--- src/include/pss_map.svh ---
/*
 Register indices, field positions, reset values and response codes of the
 transceiver status summary block.
 Assumes it is included by bare name; holds definitions only.
*/
`ifndef PSS_MAP_SVH
`define PSS_MAP_SVH

// Register indices; byte address is four times the index
`define PSS_IDX_BASIC_STATUS 6'h01
`define PSS_IDX_EXPANSION 6'h06
`define PSS_IDX_SUMMARY 6'h10
`define PSS_IDX_FALSE_CARRIER 6'h14
`define PSS_IDX_RX_ERROR 6'h15
`define PSS_IDX_PCS_CONFIG 6'h16
`define PSS_IDX_CONTROL_WORD 6'h19
`define PSS_IDX_TEN_MEG 6'h1a

// Summary word field positions
`define PSS_BIT_RSVD_HI 15
`define PSS_BIT_CROSSOVER 14
`define PSS_BIT_RX_ERROR 13
`define PSS_BIT_POLARITY 12
`define PSS_BIT_FALSE_CARRIER 11
`define PSS_BIT_SIGNAL_DETECT 10
`define PSS_BIT_LOCK 9
`define PSS_BIT_PAGE 8
`define PSS_BIT_RSVD_LO 7
`define PSS_BIT_REMOTE_FAULT 6

// Fields of other words
`define PSS_BIT_TEN_MEG_POLARITY 4
`define PSS_BIT_SD_QUALIFY 8
`define PSS_BIT_AUTO_XOVER 15
`define PSS_BIT_XOVER_FORCE 14

// Reset values
`define PSS_RST_STATUS 1'b0
`define PSS_RST_SD_QUALIFY 1'b1
`define PSS_RST_AUTO_XOVER 1'b1
`define PSS_RST_XOVER_FORCE 1'b0

// Bus response codes
`define PSS_RESP_OKAY 2'h0
`define PSS_RESP_SLVERR 2'h2

`endif

--- src/include/pss_pkg.sv ---
/*
 Types shared by the transceiver status summary block.
 Assumes nothing of its surroundings.
*/
package pss_pkg;
    typedef logic [15:0] pss_word_t; // One management word
    typedef logic [5:0] pss_idx_t; // Register index
    typedef logic [1:0] pss_resp_t; // Bus response code
endpackage

--- src/verilog/pss_status_summary.sv ---
/*
 Transceiver status summary register bank behind an AXI4-Lite slave.
 Latches and mirrors status from the receive, carrier, polarity,
 descrambler and negotiation units, and the read-clear words of those
 units are decoded here so that their reads clear the mirrors.
 Assumes status inputs synchronous to REF_CLK_I and one outstanding
 read and one outstanding write from the bus master.
*/
`timescale 1ns/10ps
`default_nettype none
`include "pss_map.svh"

// Contract
// - Bits 15 and 7 read zero, writes ignored
// - Bit 14 is one when pairs swapped
// - Bit 14 follows enable, force and algorithm
// - Bit 13 latches receive error, cleared 15h read
// - Bit 12 latches inverted polarity status
// - Bit 12 clears on ten-meg read only
// - Bit 11 latches false carrier, cleared 14h read
// - Bit 10 qualified signal detect per 16h bit 8
// - Bit 9 descrambler lock, latch-low, default zero
// - Bit 8 page received, cleared 06h read
// - Bit 6 remote fault, cleared 01h read
// - Word at 10h, upper bits reset zero
module pss_status_summary (
    input wire logic REF_CLK_I,
    input wire logic ARST_N_I,
    // AXI4-Lite write address
    input wire logic [7:0] S_AWADDR_I,
    input wire logic S_AWVALID_I,
    output logic S_AWREADY_O,
    // AXI4-Lite write data
    input wire logic [31:0] S_WDATA_I,
    input wire logic [3:0] S_WSTRB_I,
    input wire logic S_WVALID_I,
    output logic S_WREADY_O,
    // AXI4-Lite write response
    output logic [1:0] S_BRESP_O,
    output logic S_BVALID_O,
    input wire logic S_BREADY_I,
    // AXI4-Lite read address
    input wire logic [7:0] S_ARADDR_I,
    input wire logic S_ARVALID_I,
    output logic S_ARREADY_O,
    // AXI4-Lite read data
    output logic [31:0] S_RDATA_O,
    output logic [1:0] S_RRESP_O,
    output logic S_RVALID_O,
    input wire logic S_RREADY_I,
    // Status from the source units
    input wire logic MDIX_SWAP_I,
    input wire logic RX_ERROR_EVENT_I,
    input wire logic POLARITY_INVERTED_I,
    input wire logic FALSE_CARRIER_EVENT_I,
    input wire logic SIGNAL_DETECT_RAW_I,
    input wire logic DESCRAMBLER_LOCK_I,
    input wire logic PAGE_RECEIVED_EVENT_I,
    input wire logic REMOTE_FAULT_EVENT_I,
    // Words of the source units, returned on their reads
    input wire logic [15:0] BASIC_STATUS_WORD_I,
    input wire logic [15:0] EXPANSION_WORD_I,
    input wire logic [15:0] FALSE_CARRIER_COUNT_WORD_I,
    input wire logic [15:0] RX_ERROR_COUNT_WORD_I,
    input wire logic [15:0] TEN_MEG_STATUS_WORD_I,
    // Settings handed to the pair mux and link monitor
    output logic AUTO_CROSSOVER_ENABLE_O,
    output logic CROSSOVER_FORCE_O,
    output logic SD_QUALIFY_O
);

    // Write side holding registers
    pss_pkg::pss_idx_t aw_idx; // Captured write index
    logic [31:0] w_data; // Captured write data
    logic [3:0] w_strb; // Captured byte strobes
    logic wr_fire; // Both halves held, commit now
    logic wr_mapped; // Index is in the map

    // Read side
    logic rd_take; // Read address handshake
    pss_pkg::pss_idx_t rd_idx; // Index of that read
    pss_pkg::pss_word_t next_rdata; // Word to return
    pss_pkg::pss_resp_t next_rresp; // Response to return

    // Read-clear strobes, one per source word
    logic clr_basic;
    logic clr_expansion;
    logic clr_false_carrier;
    logic clr_rx_error;
    logic clr_ten_meg;
    logic rd_summary; // Summary read, reloads latch-low bits

    // Status bits of the summary word
    logic crossover;
    logic rx_error;
    logic polarity;
    logic false_carrier;
    logic signal_detect;
    logic lock;
    logic page;
    logic remote_fault;
    logic sd_qualified; // Detect as the link monitor sees it
    pss_pkg::pss_word_t summary; // Assembled word

    // Commit only once both halves are in and no response waits
    assign wr_fire = !S_AWREADY_O && !S_WREADY_O && !S_BVALID_O;
    assign rd_take = S_ARVALID_I && S_ARREADY_O;
    assign rd_idx = S_ARADDR_I[7:2];

    // Clears fire on the read handshake, after the value is sampled
    assign clr_basic = rd_take && (rd_idx == `PSS_IDX_BASIC_STATUS);
    assign clr_expansion = rd_take && (rd_idx == `PSS_IDX_EXPANSION);
    assign clr_false_carrier = rd_take && (rd_idx == `PSS_IDX_FALSE_CARRIER);
    assign clr_rx_error = rd_take && (rd_idx == `PSS_IDX_RX_ERROR);
    assign clr_ten_meg = rd_take && (rd_idx == `PSS_IDX_TEN_MEG);
    assign rd_summary = rd_take && (rd_idx == `PSS_IDX_SUMMARY);

    // Qualified detect: lock gating unless software clears SD_QUALIFY_O
    assign sd_qualified = SD_QUALIFY_O ?
        (SIGNAL_DETECT_RAW_I && DESCRAMBLER_LOCK_I) : SIGNAL_DETECT_RAW_I;

    // Summary word; reserved and low bits are constant zero
    always_comb begin
        summary = 16'h0000;
        summary[`PSS_BIT_CROSSOVER] = crossover;
        summary[`PSS_BIT_RX_ERROR] = rx_error;
        summary[`PSS_BIT_POLARITY] = polarity;
        summary[`PSS_BIT_FALSE_CARRIER] = false_carrier;
        summary[`PSS_BIT_SIGNAL_DETECT] = signal_detect;
        summary[`PSS_BIT_LOCK] = lock;
        summary[`PSS_BIT_PAGE] = page;
        summary[`PSS_BIT_REMOTE_FAULT] = remote_fault;
    end

    // Write address channel
    always_ff @(posedge REF_CLK_I or negedge ARST_N_I) begin
        if (!ARST_N_I) begin
            S_AWREADY_O <= 1'b1;
            aw_idx <= 6'h00;
        end else if (S_AWVALID_I && S_AWREADY_O) begin
            S_AWREADY_O <= 1'b0; // Hold until response taken
            aw_idx <= S_AWADDR_I[7:2];
        end else if (S_BVALID_O && S_BREADY_I) begin
            S_AWREADY_O <= 1'b1;
        end
    end

    // Write data channel, independent of the address order
    always_ff @(posedge REF_CLK_I or negedge ARST_N_I) begin
        if (!ARST_N_I) begin
            S_WREADY_O <= 1'b1;
            w_data <= 32'h0000_0000;
            w_strb <= 4'h0;
        end else if (S_WVALID_I && S_WREADY_O) begin
            S_WREADY_O <= 1'b0;
            w_data <= S_WDATA_I;
            w_strb <= S_WSTRB_I;
        end else if (S_BVALID_O && S_BREADY_I) begin
            S_WREADY_O <= 1'b1;
        end
    end

    // Writable or read-only but known indices answer OKAY
    always_comb begin
        case (aw_idx)
            `PSS_IDX_BASIC_STATUS,
            `PSS_IDX_EXPANSION,
            `PSS_IDX_SUMMARY,
            `PSS_IDX_FALSE_CARRIER,
            `PSS_IDX_RX_ERROR,
            `PSS_IDX_PCS_CONFIG,
            `PSS_IDX_CONTROL_WORD,
            `PSS_IDX_TEN_MEG: wr_mapped = 1'b1;
            default: wr_mapped = 1'b0;
        endcase
    end

    // Write response
    always_ff @(posedge REF_CLK_I or negedge ARST_N_I) begin
        if (!ARST_N_I) begin
            S_BVALID_O <= 1'b0;
            S_BRESP_O <= `PSS_RESP_OKAY;
        end else if (wr_fire) begin
            S_BVALID_O <= 1'b1;
            S_BRESP_O <= wr_mapped ? `PSS_RESP_OKAY : `PSS_RESP_SLVERR;
        end else if (S_BVALID_O && S_BREADY_I) begin
            S_BVALID_O <= 1'b0;
        end
    end

    // Software settings; only byte lane 1 carries these fields
    always_ff @(posedge REF_CLK_I or negedge ARST_N_I) begin
        if (!ARST_N_I) begin
            SD_QUALIFY_O <= `PSS_RST_SD_QUALIFY;
            AUTO_CROSSOVER_ENABLE_O <= `PSS_RST_AUTO_XOVER;
            CROSSOVER_FORCE_O <= `PSS_RST_XOVER_FORCE;
        end else if (wr_fire && w_strb[1]) begin
            if (aw_idx == `PSS_IDX_PCS_CONFIG) begin
                SD_QUALIFY_O <= w_data[`PSS_BIT_SD_QUALIFY];
            end
            if (aw_idx == `PSS_IDX_CONTROL_WORD) begin
                AUTO_CROSSOVER_ENABLE_O <= w_data[`PSS_BIT_AUTO_XOVER];
                CROSSOVER_FORCE_O <= w_data[`PSS_BIT_XOVER_FORCE];
            end
        end
    end

    // Read decode; source words pass through except the ten-meg polarity field, summary built here
    always_comb begin
        next_rdata = 16'h0000;
        next_rresp = `PSS_RESP_OKAY;
        case (rd_idx)
            `PSS_IDX_BASIC_STATUS: next_rdata = BASIC_STATUS_WORD_I;
            `PSS_IDX_EXPANSION: next_rdata = EXPANSION_WORD_I;
            `PSS_IDX_SUMMARY: next_rdata = summary;
            `PSS_IDX_FALSE_CARRIER: next_rdata = FALSE_CARRIER_COUNT_WORD_I;
            `PSS_IDX_RX_ERROR: next_rdata = RX_ERROR_COUNT_WORD_I;
            `PSS_IDX_PCS_CONFIG: begin
                next_rdata[`PSS_BIT_SD_QUALIFY] = SD_QUALIFY_O;
            end
            `PSS_IDX_CONTROL_WORD: begin
                next_rdata[`PSS_BIT_AUTO_XOVER] = AUTO_CROSSOVER_ENABLE_O;
                next_rdata[`PSS_BIT_XOVER_FORCE] = CROSSOVER_FORCE_O;
            end
            `PSS_IDX_TEN_MEG: begin
                // Polarity field comes from the shared latch
                next_rdata = TEN_MEG_STATUS_WORD_I;
                next_rdata[`PSS_BIT_TEN_MEG_POLARITY] = polarity;
            end
            default: next_rresp = `PSS_RESP_SLVERR; // Unmapped reads zero
        endcase
    end

    // Read address and data channels
    always_ff @(posedge REF_CLK_I or negedge ARST_N_I) begin
        if (!ARST_N_I) begin
            S_ARREADY_O <= 1'b1;
            S_RVALID_O <= 1'b0;
            S_RDATA_O <= 32'h0000_0000;
            S_RRESP_O <= `PSS_RESP_OKAY;
        end else if (rd_take) begin
            S_ARREADY_O <= 1'b0; // One read at a time
            S_RVALID_O <= 1'b1;
            S_RDATA_O <= {16'h0000, next_rdata};
            S_RRESP_O <= next_rresp;
        end else if (S_RVALID_O && S_RREADY_I) begin
            S_RVALID_O <= 1'b0;
            S_ARREADY_O <= 1'b1;
        end
    end

    // Crossover: manual when auto is off, forced wins when on
    always_ff @(posedge REF_CLK_I or negedge ARST_N_I) begin
        if (!ARST_N_I) begin
            crossover <= `PSS_RST_STATUS;
        end else if (!AUTO_CROSSOVER_ENABLE_O) begin
            crossover <= CROSSOVER_FORCE_O;
        end else if (CROSSOVER_FORCE_O) begin
            crossover <= 1'b1;
        end else begin
            crossover <= MDIX_SWAP_I;
        end
    end

    // Receive error latch; a new event beats a same-cycle clear
    always_ff @(posedge REF_CLK_I or negedge ARST_N_I) begin
        if (!ARST_N_I) begin
            rx_error <= `PSS_RST_STATUS;
        end else begin
            rx_error <= RX_ERROR_EVENT_I || (rx_error && !clr_rx_error);
        end
    end

    // Polarity; summary reads deliberately leave it alone
    always_ff @(posedge REF_CLK_I or negedge ARST_N_I) begin
        if (!ARST_N_I) begin
            polarity <= `PSS_RST_STATUS;
        end else begin
            polarity <= POLARITY_INVERTED_I || (polarity && !clr_ten_meg);
        end
    end

    // False carrier latch
    always_ff @(posedge REF_CLK_I or negedge ARST_N_I) begin
        if (!ARST_N_I) begin
            false_carrier <= `PSS_RST_STATUS;
        end else begin
            false_carrier <= FALSE_CARRIER_EVENT_I ||
                (false_carrier && !clr_false_carrier);
        end
    end

    // Latch-low detect and lock: a drop wins over the reload read.
    // Both stay zero after reset until the first summary read.
    always_ff @(posedge REF_CLK_I or negedge ARST_N_I) begin
        if (!ARST_N_I) begin
            signal_detect <= `PSS_RST_STATUS;
            lock <= `PSS_RST_STATUS;
        end else begin
            signal_detect <= sd_qualified && (signal_detect || rd_summary);
            lock <= DESCRAMBLER_LOCK_I && (lock || rd_summary);
        end
    end

    // Page received; only the expansion read clears it
    always_ff @(posedge REF_CLK_I or negedge ARST_N_I) begin
        if (!ARST_N_I) begin
            page <= `PSS_RST_STATUS;
        end else begin
            page <= PAGE_RECEIVED_EVENT_I || (page && !clr_expansion);
        end
    end

    // Remote fault; cleared by a basic status read or reset
    always_ff @(posedge REF_CLK_I or negedge ARST_N_I) begin
        if (!ARST_N_I) begin
            remote_fault <= `PSS_RST_STATUS;
        end else begin
            remote_fault <= REMOTE_FAULT_EVENT_I ||
                (remote_fault && !clr_basic);
        end
    end

endmodule
`default_nettype wire

--- config.mk ---
export PLATFORM = sky130hd
export DESIGN_NAME = pss_status_summary
export DESIGN_NICKNAME = d
export VERILOG_FILES = /design/src/include/pss_pkg.sv /design/src/verilog/pss_status_summary.sv
export VERILOG_INCLUDE_DIRS = /design/src /design/src/include
export SDC_FILE = /design/constraint.sdc
export NUM_CORES = 1
export LEC_CHECK = 0
export ABC_CLOCK_PERIOD_IN_PS = 1700
export BUFFER_PORTS_ARGS = -buffer_cell sky130_fd_sc_hd__buf_2
export CORE_MARGIN = 10
export CORE_UTILIZATION = 37
export CTS_CLUSTER_SIZE = 10
export DETAILED_ROUTE_END_ITERATION = 6
export HOLD_SLACK_MARGIN = 0.12
export MAX_ROUTING_LAYER = met4
export PLACE_DENSITY = 0.76
export SYNTH_ARGS = -nofsm -noshare
export SYNTH_HDL_FRONTEND = slang
export SYNTH_SLANG_ARGS = --single-unit
--- constraint.sdc ---
create_clock -name REF_CLK_I -period 1.7 [get_ports REF_CLK_I]
set_input_delay 0.425 -clock REF_CLK_I [delete_from_list [all_inputs] [get_ports REF_CLK_I]]
set_output_delay 0.425 -clock REF_CLK_I [all_outputs]
set_load 0.03 [all_outputs]
**After elaboration in Yosys (flattened, before gate mapping)**

Memory sizes are Yosys's and may differ from the RTL's.
Cells that the tools add are included.

- Memory bits (read-only): 32
- Bits of input ports: 147
- Output and inout port bits: 44
- Memories: 1
- Bits in registers: 60

- Reduce and logical (&&, ||, !) cells: 44
- Equality and inequality tests: 10
- Multiplexer cells: 19

Memory list:

| memory | words | width | rd ports | clocked after memory_dff | write ports | RTL line | text |
|---|---|---|---|---|---|---|---|
| (no name shown) | 32 | 1 | 1 | 0 | 0 | pss_status_summary.sv:165 | `case (aw_idx)` |

Operators by type and width:

| operator | count |
|---|---|
| 6-bit by 5-bit equality test with 1-bit output, second input constant | 8 |
| 8-bit one-hot mux with 6 select lines | 1 |
| 5-bit one-hot mux with 6 select lines | 1 |
| 1-bit logical AND | 22 |
| 2-bit one-hot mux with 7 select lines | 1 |
| 1-bit 2-to-1 mux | 13 |
| 1-bit logical NOT | 8 |
| 2-bit nonzero test | 4 |
| 8-bit OR reduction | 1 |
| 1-bit logical OR | 7 |
| 1-bit one-hot mux with 7 select lines | 1 |
| 6-bit by 1-bit equality test with 1-bit output, second input constant | 1 |
| 6-bit by 3-bit equality test with 1-bit output, second input constant | 1 |
| 2-bit 2-to-1 mux | 2 |
| 2-bit AND reduction | 2 |

**Depth between registers and ports, before layout**

Gate-level depths: netlist of the first run.

- Depth in word-level cells: 5
- Depth in mapped cells: 7

**Worst setup path after synthesis of the first run**

OpenSTA, ideal clock, no wires.

- Path type: input to register
- Start: in S_ARADDR_I[3]
- End: reg remote_fault
- Cell stages on the path: 6
- Path buffers: 2
- Setup time: 0.118 ns
- Path slack: -0.133 ns
- Arrival: 1.715 ns
- Cell sequence: buf_2 or4b_4 nor3_4 buf_8 nand2_1 a21o_1

- Cells in the longest elaborated chain, start to end: 5

RTL lines:

| item | RTL line | text |
|---|---|---|
| from (decl) | pss_status_summary.sv:43 | `input wire logic [7:0] S_ARADDR_I,` |
| 6-bit by 1-bit equality test with 1-bit output | -- |  |
| 1-bit logical AND | pss_status_summary.sv:111 | `` assign clr_basic = rd_take && (rd_idx == `PSS_IDX_BASIC_STATUS); `` |
| 1-bit logical NOT | pss_status_summary.sv:320 | `(remote_fault && !clr_basic);` |
| 1-bit logical AND | pss_status_summary.sv:320 |  |
| 1-bit logical OR | pss_status_summary.sv:319 | `remote_fault <= REMOTE_FAULT_EVENT_I \|\|` |
| to (signal assigned) | pss_status_summary.sv:317 | `` remote_fault <= `PSS_RST_STATUS; `` |
| to (signal assigned) | pss_status_summary.sv:319 |  |
| to (decl) | pss_status_summary.sv:101 | `logic remote_fault;` |

Every way passes these cells.
A chain may end at the register's enable or synchronous reset.

**Worst setup path after layout of the first run**

- Start: reg S_AWREADY_O
- End: reg CROSSOVER_FORCE_O

- Cells in the longest elaborated chain, start to end: 5

RTL lines:

| item | RTL line | text |
|---|---|---|
| from (decl) | pss_status_summary.sv:32 | `output logic S_AWREADY_O,` |
| from (signal assigned) | pss_status_summary.sv:138 | `S_AWREADY_O <= 1'b1;` |
| from (signal assigned) | pss_status_summary.sv:141 | `S_AWREADY_O <= 1'b0;` |
| from (signal assigned) | pss_status_summary.sv:144 | `S_AWREADY_O <= 1'b1;` |
| 1-bit logical NOT | pss_status_summary.sv:106 | `assign wr_fire = !S_AWREADY_O && !S_WREADY_O && !S_BVALID_O;` |
| 1-bit logical AND (2 in series) | pss_status_summary.sv:106 |  |
| 1-bit logical AND | pss_status_summary.sv:197 | `end else if (wr_fire && w_strb[1]) begin` |
| 2-bit AND reduction (no line) | -- |  |
| to (signal assigned) | pss_status_summary.sv:196 | `` CROSSOVER_FORCE_O <= `PSS_RST_XOVER_FORCE; `` |
| to (signal assigned) | pss_status_summary.sv:203 | `` CROSSOVER_FORCE_O <= w_data[`PSS_BIT_XOVER_FORCE]; `` |
| to (decl) | pss_status_summary.sv:68 | `output logic CROSSOVER_FORCE_O,` |

Every way passes these cells.

==> results of run 1 <==
## cell usage after synthesis, drive strengths merged (2+ instances only)
master	instances
a21o	6
a21oi	9
a221oi	16
a22o	9
a22oi	13
a31oi	7
buf	28
clkbuf	3
dfrtp	39
dfstp	5
ha	4
inv	6
mux2	22
mux2i	5
nand2	20
nand2b	2
nor2	16
nor2b	5
nor3	4
nor3b	2
nor4	3
o21ai	14
or4b	2
## registers in the layout, summed over array words and instances (netlist names)
signal                   cells
S_AWREADY_O                  1
S_RVALID_O                   1
lock                         1
S_WREADY_O                   1
signal_detect                1
S_BVALID_O                   1
S_RDATA_O                   16
aw_idx                       6
w_data                       3
rx_error                     1
false_carrier                1
w_strb                       1
page                         1
S_ARREADY_O                  1
S_RRESP_O                    1
AUTO_CROSSOVER_ENABLE_O      1
S_BRESP_O                    1
remote_fault                 1
crossover                    1
CROSSOVER_FORCE_O            1
SD_QUALIFY_O                 1
polarity                     1
## final timing paths
kind | cells after the start | endpoint | startpoint | slack [ns]
worst max-delay path | 4 | CROSSOVER_FORCE_O$_DFFE_PN0P_ | S_AWREADY_O$_DFFE_PN1P_ | 0.09
max in group asynchronous | 3 | crossover$_DFF_PN0_ | ARST_N_I | 0.51
min in group asynchronous | 2 | aw_idx[1]$_DFFE_PN0P_ | ARST_N_I | 0.61
worst max register to register | 4 | CROSSOVER_FORCE_O$_DFFE_PN0P_ | S_AWREADY_O$_DFFE_PN1P_ | 0.09
worst min-delay path | 2 | S_AWREADY_O$_DFFE_PN1P_ | S_AWVALID_I | 0.29
worst min register to register | 1 | page$_DFF_PN0_ | page$_DFF_PN0_ | 0.49
## logic make-up (layout without fill, tap and decap cells)
logic type	after synthesis	count (layout)
buf+inv	37	183
flops	44	44
xor+xnor	1	1
simple gates	63	63
fa+ha+maj	4	4
other cells	1	18
mux	27	27
compound gates	80	80
## repair_timing
action | 4_1_cts | 5_1_grt
hold buffers | 1 | 0
hold endpoints to repair | 14 | 0
pin swaps | 0 | 1
setup buffers | 0 | 2
endpoints found under the setup margin | 1 | 2
gates resized for setup | 1 | 1
## metal layers
metal	wire length, µm	GRT usage, %	vias to the layer above
met4	74	2.353	0
met5	0	-	-
met1	3410	17.32	1231
met3	1036	5.907	9
met2	4438	27.24	129
li1	-	-	1253
## where the power goes
part	switching (W)	internal [W]
sequential	0.000217	0.00139
clock	0.000338	0.000289
combinational	0.000960	0.000696
## stage by stage
stage | util, % | instance area [µm²]
2_1_floorplan | - | 2776
3_3_place_gp | 50.60 | 3631
3_5_place_dp | 50.60 | 3631
4_1_cts | 51.94 | 3727
5_1_grt | 52.22 | 3747
6_report | 52.22 | 3747
## area by class of cell
type | instances | area [µm²] | share of cell area, %
flip-flops and latches | 44 | 1109 | 29.58
clock buffers | 7 | 76.32 | 2.037
clock inverters | 1 | 5.005 | 0.1336
multi-input cells | 193 | 1428 | 38.10
repair buffers | 169 | 983.4 | 26.24
well taps | 99 | 123.9 | 3.306
inverters | 6 | 22.52 | 0.6010
==> impl_metrics.py, run 1 <==
metrics = {
    "synthesis": {
        "synth_mux_area_share_pct": 11.06,
        "yosys_most_used_dff": "dfrtp_1",
        "avgSynthCellArea_um2": 10.47,
        "yosys_warnings": 0,
        "synth-xor-area-share_pct": 0.3254,
        "ys_seq_area_share_pct": 41.14,
        "syn_area_um2": 2691,
        "synth-edff-count": 0,
        "yosys.area_share.simple_pct": 14.32,
        "synth.largest_area_cell": "dfrtp_1",
        "synthAdderAreaFrac_pct": 1.860,
        "synth_top_family_by_area": "compound AO/OA/AOI/OAI gates",
        "syn_inst": 257,
        "synth.top_cell.area_share_pct": 36.26,
        "synth-compound-area-share_pct": 22.59,
        "ys_types": 50,
        "ys_seq_elements": 44,
        "synthTopCellsByArea": "dfrtp_1 (36%), mux2_2 (9.2%), buf_4 (5.0%)",
        "synth_async_sr_flop_share_pct": 100.0,
    },
    "clock_network": {
        "clock_latency_ns": 0.29,
        "clk_pin_slew_ns": 0.08,
        "numCtsBuffers": 5,
        "cts_max_path_buffers": 2,
        "cts_tree": "done",
        "htreeDepth": 2,
        "root_buffer": "clkbuf_8",
        "cts_num_sinks": 44,
    },
    "critical_path": {
        "worstPathBufferInverterCount": 0,
        "cp_top_family": "simple AND/OR/NAND/NOR gates",
        "cp-end-kind": "flop",
        "slowest_stage": "or3_1",
        "critPathMaxFanout": 2,
        "critPathMaxStageDelay_ns": 0.40,
        "crit_path_cell_trace": "or3_1, nor3_2, and3_4, mux2_2",
        "cp_data_arrival_time_ns": 1.78,
        "worst_ep_required_time_ns": 1.87,
        "crit_type": "flop to flop",
        "cp-start-kind": "flop",
    },
    "finish": {
        "area_growth_pct": 39.24,
        "fillers": 679,
        "final_cell_mix": "buf_2 (135), dfrtp_1 (38), buf_4 (29), mux2_2 (22), nand2_1 (20)",
        "final_common_cell": "buf_2",
        "num-nets-final": 570,
        "layout.cells.non_filler": 519,
        "drive_gt1_share_pct": 52.14,
        "insertedDiodeCount": 0,
    },
    "sta": {
        "finalCriticalPeriod_ns": 1.606,
        "rsz0062_at_grt": "no",
        "hold_slack_ns": 0.2870,
        "final.setup.tns_ns": 0,
        "max_freq_ghz": 0.6227,
        "fin_worst_skew_ns": 0.01011,
        "timing.final.ws_setup_ns": 0.09402,
        "setup_viol": 0,
        "min_period_over_period_pct": 94.47,
        "drv_slew": 0,
        "hold_violations": 0,
    },
    "placed_design": {
        "place_congestion": 0.8471,
        "place_ws_ns": -0.1533,
        "dp_hpwl_mm": 7.444,
        "place_inst": 508,
        "portBuffers": 135,
    },
    "floorplan": {
        "initial_core_util_pct": 37.51,
        "rows": 31,
        "die_w_um": 105.3,
        "io_pins": 191,
        "fp.dieH_um": 105.3,
        "coreArea_um2": 7176,
        "dieArea_um2": 11080,
    },
    "grt": {
        "grt_pass1_vias": 2878,
        "grt_max_degree": 21,
        "grt_use_total_pct": 15.80,
        "grt_overflow": 0,
        "grt_antenna_before_repair": 0,
        "grt_pass1_wl_mm": 14.26,
    },
    "detailed_routing": {
        "num_vias": 2622,
        "ant_nets": 0,
        "drt_iter0_drc": 101,
        "wl_per_cell_um": 17.26,
        "routed_via_density": 5.052,
        "first_pass_iters": 4,
        "drt-total-wl_mm": 8.959,
        "drc": 0,
    },
    "power_and_ir_drop": {
        "total_power_w": 0.003887,
        "peakVddDrop_mv": 0.8043,
        "p_leak_nw": 1.791,
        "powerDensity_nw_per_um2": 1037,
    },
    "job": {
        "maxCapViolCount": 0,
    },
    "worst_hold_path": {
        "hp-class": "primary input to flop",
    },
    "run_status": {
        "outcome": "finished clean",
    },
}
No activity file was read; power rests on OpenSTA's default activity.
==> run 2: changes to the inputs <==
==> constraint.sdc (replaced) <==
create_clock -name REF_CLK_I -period 1.7 [get_ports REF_CLK_I]
set_input_delay 0 -clock REF_CLK_I [delete_from_list [all_inputs] [get_ports REF_CLK_I]]
set_output_delay 0 -clock REF_CLK_I [all_outputs]
set_load 0.03 [all_outputs]
==> impl_metrics.py, run 2 (synthesized netlist as in run 1, its figures left out) <==
metrics = {
    "grt": {
        "grt_pass1_vias": 3308,
        "grt_overflow": 0,
        "grt_use_total_pct": 18.82,
        "grt_max_degree": 25,
        "grt_antenna_before_repair": 1,
        "grt_pass1_wl_mm": 16.72,
    },
    "placed_design": {
        "place_ws_ns": 0.01190,
        "dp_hpwl_mm": 7.516,
        "portBuffers": 135,
        "place_congestion": 0.8880,
    },
    "detailed_routing": {
        "drt-total-wl_mm": 10.86,
        "wl_per_cell_um": 18.57,
        "num_vias": 3037,
        "first_pass_iters": 4,
        "drc": 0,
        "ant_nets": 0,
        "routed_via_density": 5.191,
        "drt_iter0_drc": 164,
    },
    "critical_path": {
        "slowest_stage": "dlygate4sd3_1",
        "cp-start-kind": "primary input",
        "crit_type": "primary input to flop",
        "cp-end-kind": "flop",
        "worst_ep_required_time_ns": 1.93,
        "critPathMaxFanout": 8,
        "reg2reg_slack_ns": 0.06,
        "critPathMaxStageDelay_ns": 0.57,
        "cp_data_arrival_time_ns": 1.92,
        "crit_path_cell_trace": "buf_4, or4b_4, nor3_4, buf_6, a22o_1, a221oi_1, dlygate4sd3_1, o21ai_1",
    },
    "finish": {
        "multi_input_area_um2": 1424,
        "area_growth_pct": 63.97,
        "register_area_um2": 1109,
        "final_core_util_pct": 61.50,
        "largest_reg_flops": 16,
        "final_cell_mix": "buf_2 (132), dlygate4sd3_1 (78), dfrtp_1 (38), mux2_2 (22), nand2_1 (20)",
        "reg.largest.list": "S_RDATA_O: 16 flops, aw_idx: 6 flops, w_data: 3 flops",
        "final_common_cell": "buf_2",
        "drive_gt1_share_pct": 42.68,
        "num-nets-final": 635,
        "largest_register": "S_RDATA_O",
        "fillers": 566,
    },
    "clock_network": {
        "cts_tree": "done",
        "cts_max_path_buffers": 2,
        "clock_latency_ns": 0.30,
        "root_buffer": "clkbuf_8",
        "numCtsBuffers": 5,
        "clk_pin_slew_ns": 0.08,
        "htreeDepth": 2,
        "cts_num_sinks": 44,
    },
    "worst_hold_path": {
        "hp-class": "primary input to flop",
    },
    "sta": {
        "finalCriticalPeriod_ns": 1.692,
        "hold_slack_ns": 0.09601,
        "min_period_over_period_pct": 99.52,
        "fin_worst_skew_ns": 0.009627,
        "rsz0062_at_grt": "yes",
        "hold_violations": 0,
        "tightest_slew_ns": 0.5894,
        "setup_viol": 0,
        "timing.final.ws_setup_ns": 0.008076,
        "drv_slew": 0,
        "relSlewSlack_pct": 60.44,
        "max_freq_ghz": 0.5910,
    },
    "floorplan": {
        "io_pins": 191,
        "die_w_um": 105.3,
        "rows": 31,
        "initial_core_util_pct": 37.51,
        "coreArea_um2": 7176,
        "fp.dieH_um": 105.3,
        "dieArea_um2": 11080,
    },
    "power_and_ir_drop": {
        "powerDensity_nw_per_um2": 923.4,
        "peakVddDrop_mv": 0.7219,
        "p_leak_nw": 2.035,
    },
    "job": {
        "maxCapViolCount": 0,
    },
    "run_status": {
        "outcome": "finished clean",
    },
}
[run 2: cell count changes in the layout (fill, tap and decap cells not counted), moves of 3 or more]
cell	previous run	this run
buf_4	29	19
dlygate4sd3_1	1	78
buf_6	0	3
buf_12	4	0
buf_2	135	132
[run 2: worst paths after layout]
check	startpoint	endpoint	cells after the start
min in group asynchronous	ARST_N_I	aw_idx[1]$_DFFE_PN0P_	3
worst min register to register	remote_fault$_DFF_PN0_	remote_fault$_DFF_PN0_	1
worst max register to register	S_AWREADY_O$_DFFE_PN1P_	CROSSOVER_FORCE_O$_DFFE_PN0P_	4
max in group asynchronous	ARST_N_I	aw_idx[2]$_DFFE_PN0P_	3
worst min-delay path	BASIC_STATUS_WORD_I[0]	S_RDATA_O[0]$_DFFE_PN0N_	4
worst max-delay path	S_ARADDR_I[7]	S_RDATA_O[7]$_DFFE_PN0N_	8
[run 2: per-layer routing]
| metal | vias up | wire length [µm] | share of wire (%) | GRT usage (%) |
|---|---|---|---|---|
| met3 | 34 | 939 | 8.6 | 5.664 |
| met2 | 174 | 5566 | 51 | 33.16 |
| met1 | 1447 | 4042 | 37 | 19.35 |
| met4 | 0 | 315 | 2.9 | 6.961 |
| met5 | - | 0 | 0 | - |
| li1 | 1382 | - | - | - |
[run 2: through the flow]
stage	setup TNS [ns]	power [W]	instances	cell area (µm²)
global placement	0	0.003152	496	3491
finish	0	0.004075	585	4413
detailed placement	0	0.003217	496	3491
floorplan	0	0.002649	274	2756
global route	-0.05753	0.004338	585	4413
CTS	0	0.004068	581	4360
[run 2: critical path: cells and delay by family]
kind	cells	cell delay, ns
AND/OR/NAND/NOR	2	0.71
AO/OA/AOI/OAI	3	0.32
buffers and inverters	3	0.87
[run 2: repair_timing]
action / in CTS / in global routing
buffers inserted: 0 / 1
endpoints found under the setup margin: 1 / 10
hold endpoints to repair: 83 / 4
hold buffers: 77 / 5
cloned: 0 / 0
gates resized for setup: 1 / 11
[run 2: area by class of cell]
class / count / area share [%]
Multi-Input combinational cell: 193 / 32.27
Clock buffer: 7 / 1.956
Sequential cell: 44 / 25.12
Tap cell: 99 / 2.807
Clock inverter: 1 / 0.1701
Inverter: 6 / 0.5103
Antenna cell: 1 / 0.05671
Timing Repair Buffer: 234 / 37.11
[run 2: power breakdown]
group | switching (W) | internal [W] | total, W
combinational | 0.000979 | 0.000768 | 0.00175
clock | 0.000358 | 0.000331 | 0.000689
sequential | 0.000251 | 0.00139 | 0.00164
total | 0.00159 | 0.00249 | 0.00407
==> run 3: changes to the inputs <==
RECOVER_POWER = 25   (was not set)
==> impl_metrics.py, run 3 (synthesized netlist as in run 1, its figures left out) <==
metrics = {
    "clock_network": {
        "root_buffer": "clkbuf_8",
        "cts_num_sinks": 44,
        "htreeDepth": 2,
        "clk_pin_slew_ns": 0.08,
        "numCtsBuffers": 5,
        "clock_latency_ns": 0.30,
        "cts_tree": "done",
        "cts_max_path_buffers": 2,
    },
    "critical_path": {
        "critPathMaxFanout": 8,
        "cp-end-kind": "flop",
        "r2r-end": "CROSSOVER_FORCE_O$_DFFE_PN0P_",
        "cp_data_arrival_time_ns": 1.92,
        "cp-start-kind": "primary input",
        "crit_type": "primary input to flop",
        "rr_worst_depth": 4,
        "reg2reg_slack_ns": 0.06,
        "timing.rr.start": "S_AWREADY_O$_DFFE_PN1P_",
        "worst_ep_required_time_ns": 1.92,
    },
    "power_and_ir_drop": {
        "p_leak_nw": 2.028,
        "peakVddDrop_mv": 0.7219,
        "powerDensity_nw_per_um2": 924.8,
    },
    "placed_design": {
        "dpl_cell_area_um2": 3491,
        "place_congestion": 0.8880,
        "dp_hpwl_mm": 7.516,
        "portBuffers": 135,
    },
    "detailed_routing": {
        "drt_iter0_drc": 148,
        "wl_per_cell_um": 18.49,
        "drt-total-wl_mm": 10.82,
        "drc": 0,
        "num_vias": 3023,
        "first_pass_iters": 4,
        "routed_via_density": 5.168,
        "ant_nets": 0,
    },
    "grt": {
        "use_met2_pct": 33.16,
        "use_met3_pct": 5.664,
        "grt_pass1_vias": 3308,
        "grt_use_met1_pct": 19.35,
        "grt_use_total_pct": 18.82,
        "grt_antenna_before_repair": 1,
        "grt_pass1_wl_mm": 16.72,
        "grt_overflow": 0,
        "gr-max-usage-layer": "met2",
        "grt_max_degree": 25,
    },
    "finish": {
        "largest_register": "S_RDATA_O",
        "fillers": 570,
        "reg.largest.list": "S_RDATA_O: 16 flops, aw_idx: 6 flops, w_data: 3 flops",
        "final_common_cell": "buf_2",
        "final_cell_mix": "buf_2 (131), dlygate4sd3_1 (78), dfrtp_1 (38), mux2_2 (22), nand2_1 (20)",
        "fin_area_um2": 4405,
        "area_growth_pct": 63.69,
        "num-nets-final": 635,
        "drive_gt1_share_pct": 42.27,
        "largest_reg_flops": 16,
    },
    "floorplan": {
        "rows": 31,
        "coreArea_um2": 7176,
        "io_pins": 191,
        "fp.dieH_um": 105.3,
        "dieArea_um2": 11080,
        "die_w_um": 105.3,
        "initial_core_util_pct": 37.51,
    },
    "sta": {
        "final.setup.tns_ns": 0,
        "setup_viol": 0,
        "finalCriticalPeriod_ns": 1.696,
        "fin_worst_skew_ns": 0.009498,
        "hold_slack_ns": 0.09708,
        "rsz0062_at_grt": "yes",
        "relSlewSlack_pct": 31.66,
        "tightest_slew_ns": 1.025,
        "drv_slew": 0,
        "max_freq_ghz": 0.5896,
        "min_period_over_period_pct": 99.76,
        "hold_violations": 0,
    },
    "worst_hold_path": {
        "holdPathStages": 4,
        "hp-class": "primary input to flop",
        "hold_end": "S_RDATA_O[0]$_DFFE_PN0N_",
        "hp-start": "BASIC_STATUS_WORD_I[0]",
    },
    "job": {
        "maxCapViolCount": 0,
    },
    "run_status": {
        "outcome": "finished clean",
    },
}
-- run 3: changes by cell type in the layout (fill, tap and decap cells not counted), sizes merged --
cell / change
clkbuf: +3
buf: -3
-- run 3: repair_timing --
item	CTS	global route
setup endpoints to repair	1	10
pin swaps	0	0
hold buffers	77	5
setup buffers	0	1
resized for setup	1	11
endpoints found under the hold margin	83	4
-- run 3: final cells by class --
class	instances	area (µm²)	area share (%)
antenna	1	2.502	0.05680
clock buffer	7	86.33	1.960
clock inverter	1	7.507	0.1704
inverter	6	22.52	0.5112
multi-input combinational	193	1424	32.32
sequential	44	1109	25.16
tap	99	123.9	2.812
timing repair buffer	234	1630	37.01
-- run 3: power by group --
part | switching [W] | leakage (nW) | internal [W]
logic | 0.000980 | 1.46 | 0.000766
registers | 0.000251 | 0.520 | 0.00139
clock network | 0.000358 | 0.0445 | 0.000331
total | 0.00159 | 2.03 | 0.00249
-- run 3: per-stage QoR --
| stage | util (%) | worst slack (ns) | total power (W) | instances |
|---|---|---|---|---|
| 2_1_floorplan | - | 0.01045 | 0.002649 | 274 |
| 3_3_place_gp | 48.65 | 0.02589 | 0.003152 | 496 |
| 3_5_place_dp | 48.65 | 0.01190 | 0.003217 | 496 |
| 4_1_cts | 60.77 | 0.02395 | 0.004068 | 581 |
| 5_1_grt | 61.39 | -0.04052 | 0.004335 | 585 |
| 6_report | 61.39 | 0.004058 | 0.004074 | 585 |
-- run 3: worst max path at each step --
stage / from / end / slack (ns)
floorplan: S_AWREADY_O$_DFFE_PN1P_ / CROSSOVER_FORCE_O$_DFFE_PN0P_ / 0.01
global placement: S_AWREADY_O$_DFFE_PN1P_ / CROSSOVER_FORCE_O$_DFFE_PN0P_ / 0.03
global route: S_ARADDR_I[7] / S_RDATA_O[7]$_DFFE_PN0N_ / -0.04
finish: S_ARADDR_I[7] / S_RDATA_O[7]$_DFFE_PN0N_ / 0.004
CTS: S_ARADDR_I[6] / S_RDATA_O[0]$_DFFE_PN0N_ / 0.02
detailed placement: S_AWREADY_O$_DFFE_PN1P_ / CROSSOVER_FORCE_O$_DFFE_PN0P_ / 0.01
-- run 3: critical path, cell delays in order --
cell	delay, ns
buf_4	0.14
or4b_4	0.54
nor3_4	0.17
buf_6	0.17
a22o_1	0.16
a221oi_1	0.05
dlygate4sd3_1	0.57
o21ai_1	0.13
-- run 3: layer usage --
metal / wire length (µm) / part of all wire [%]
met2: 5569 / 51
met4: 284 / 2.6
met5: 0 / 0
met1: 3948 / 36
met3: 1015 / 9.4
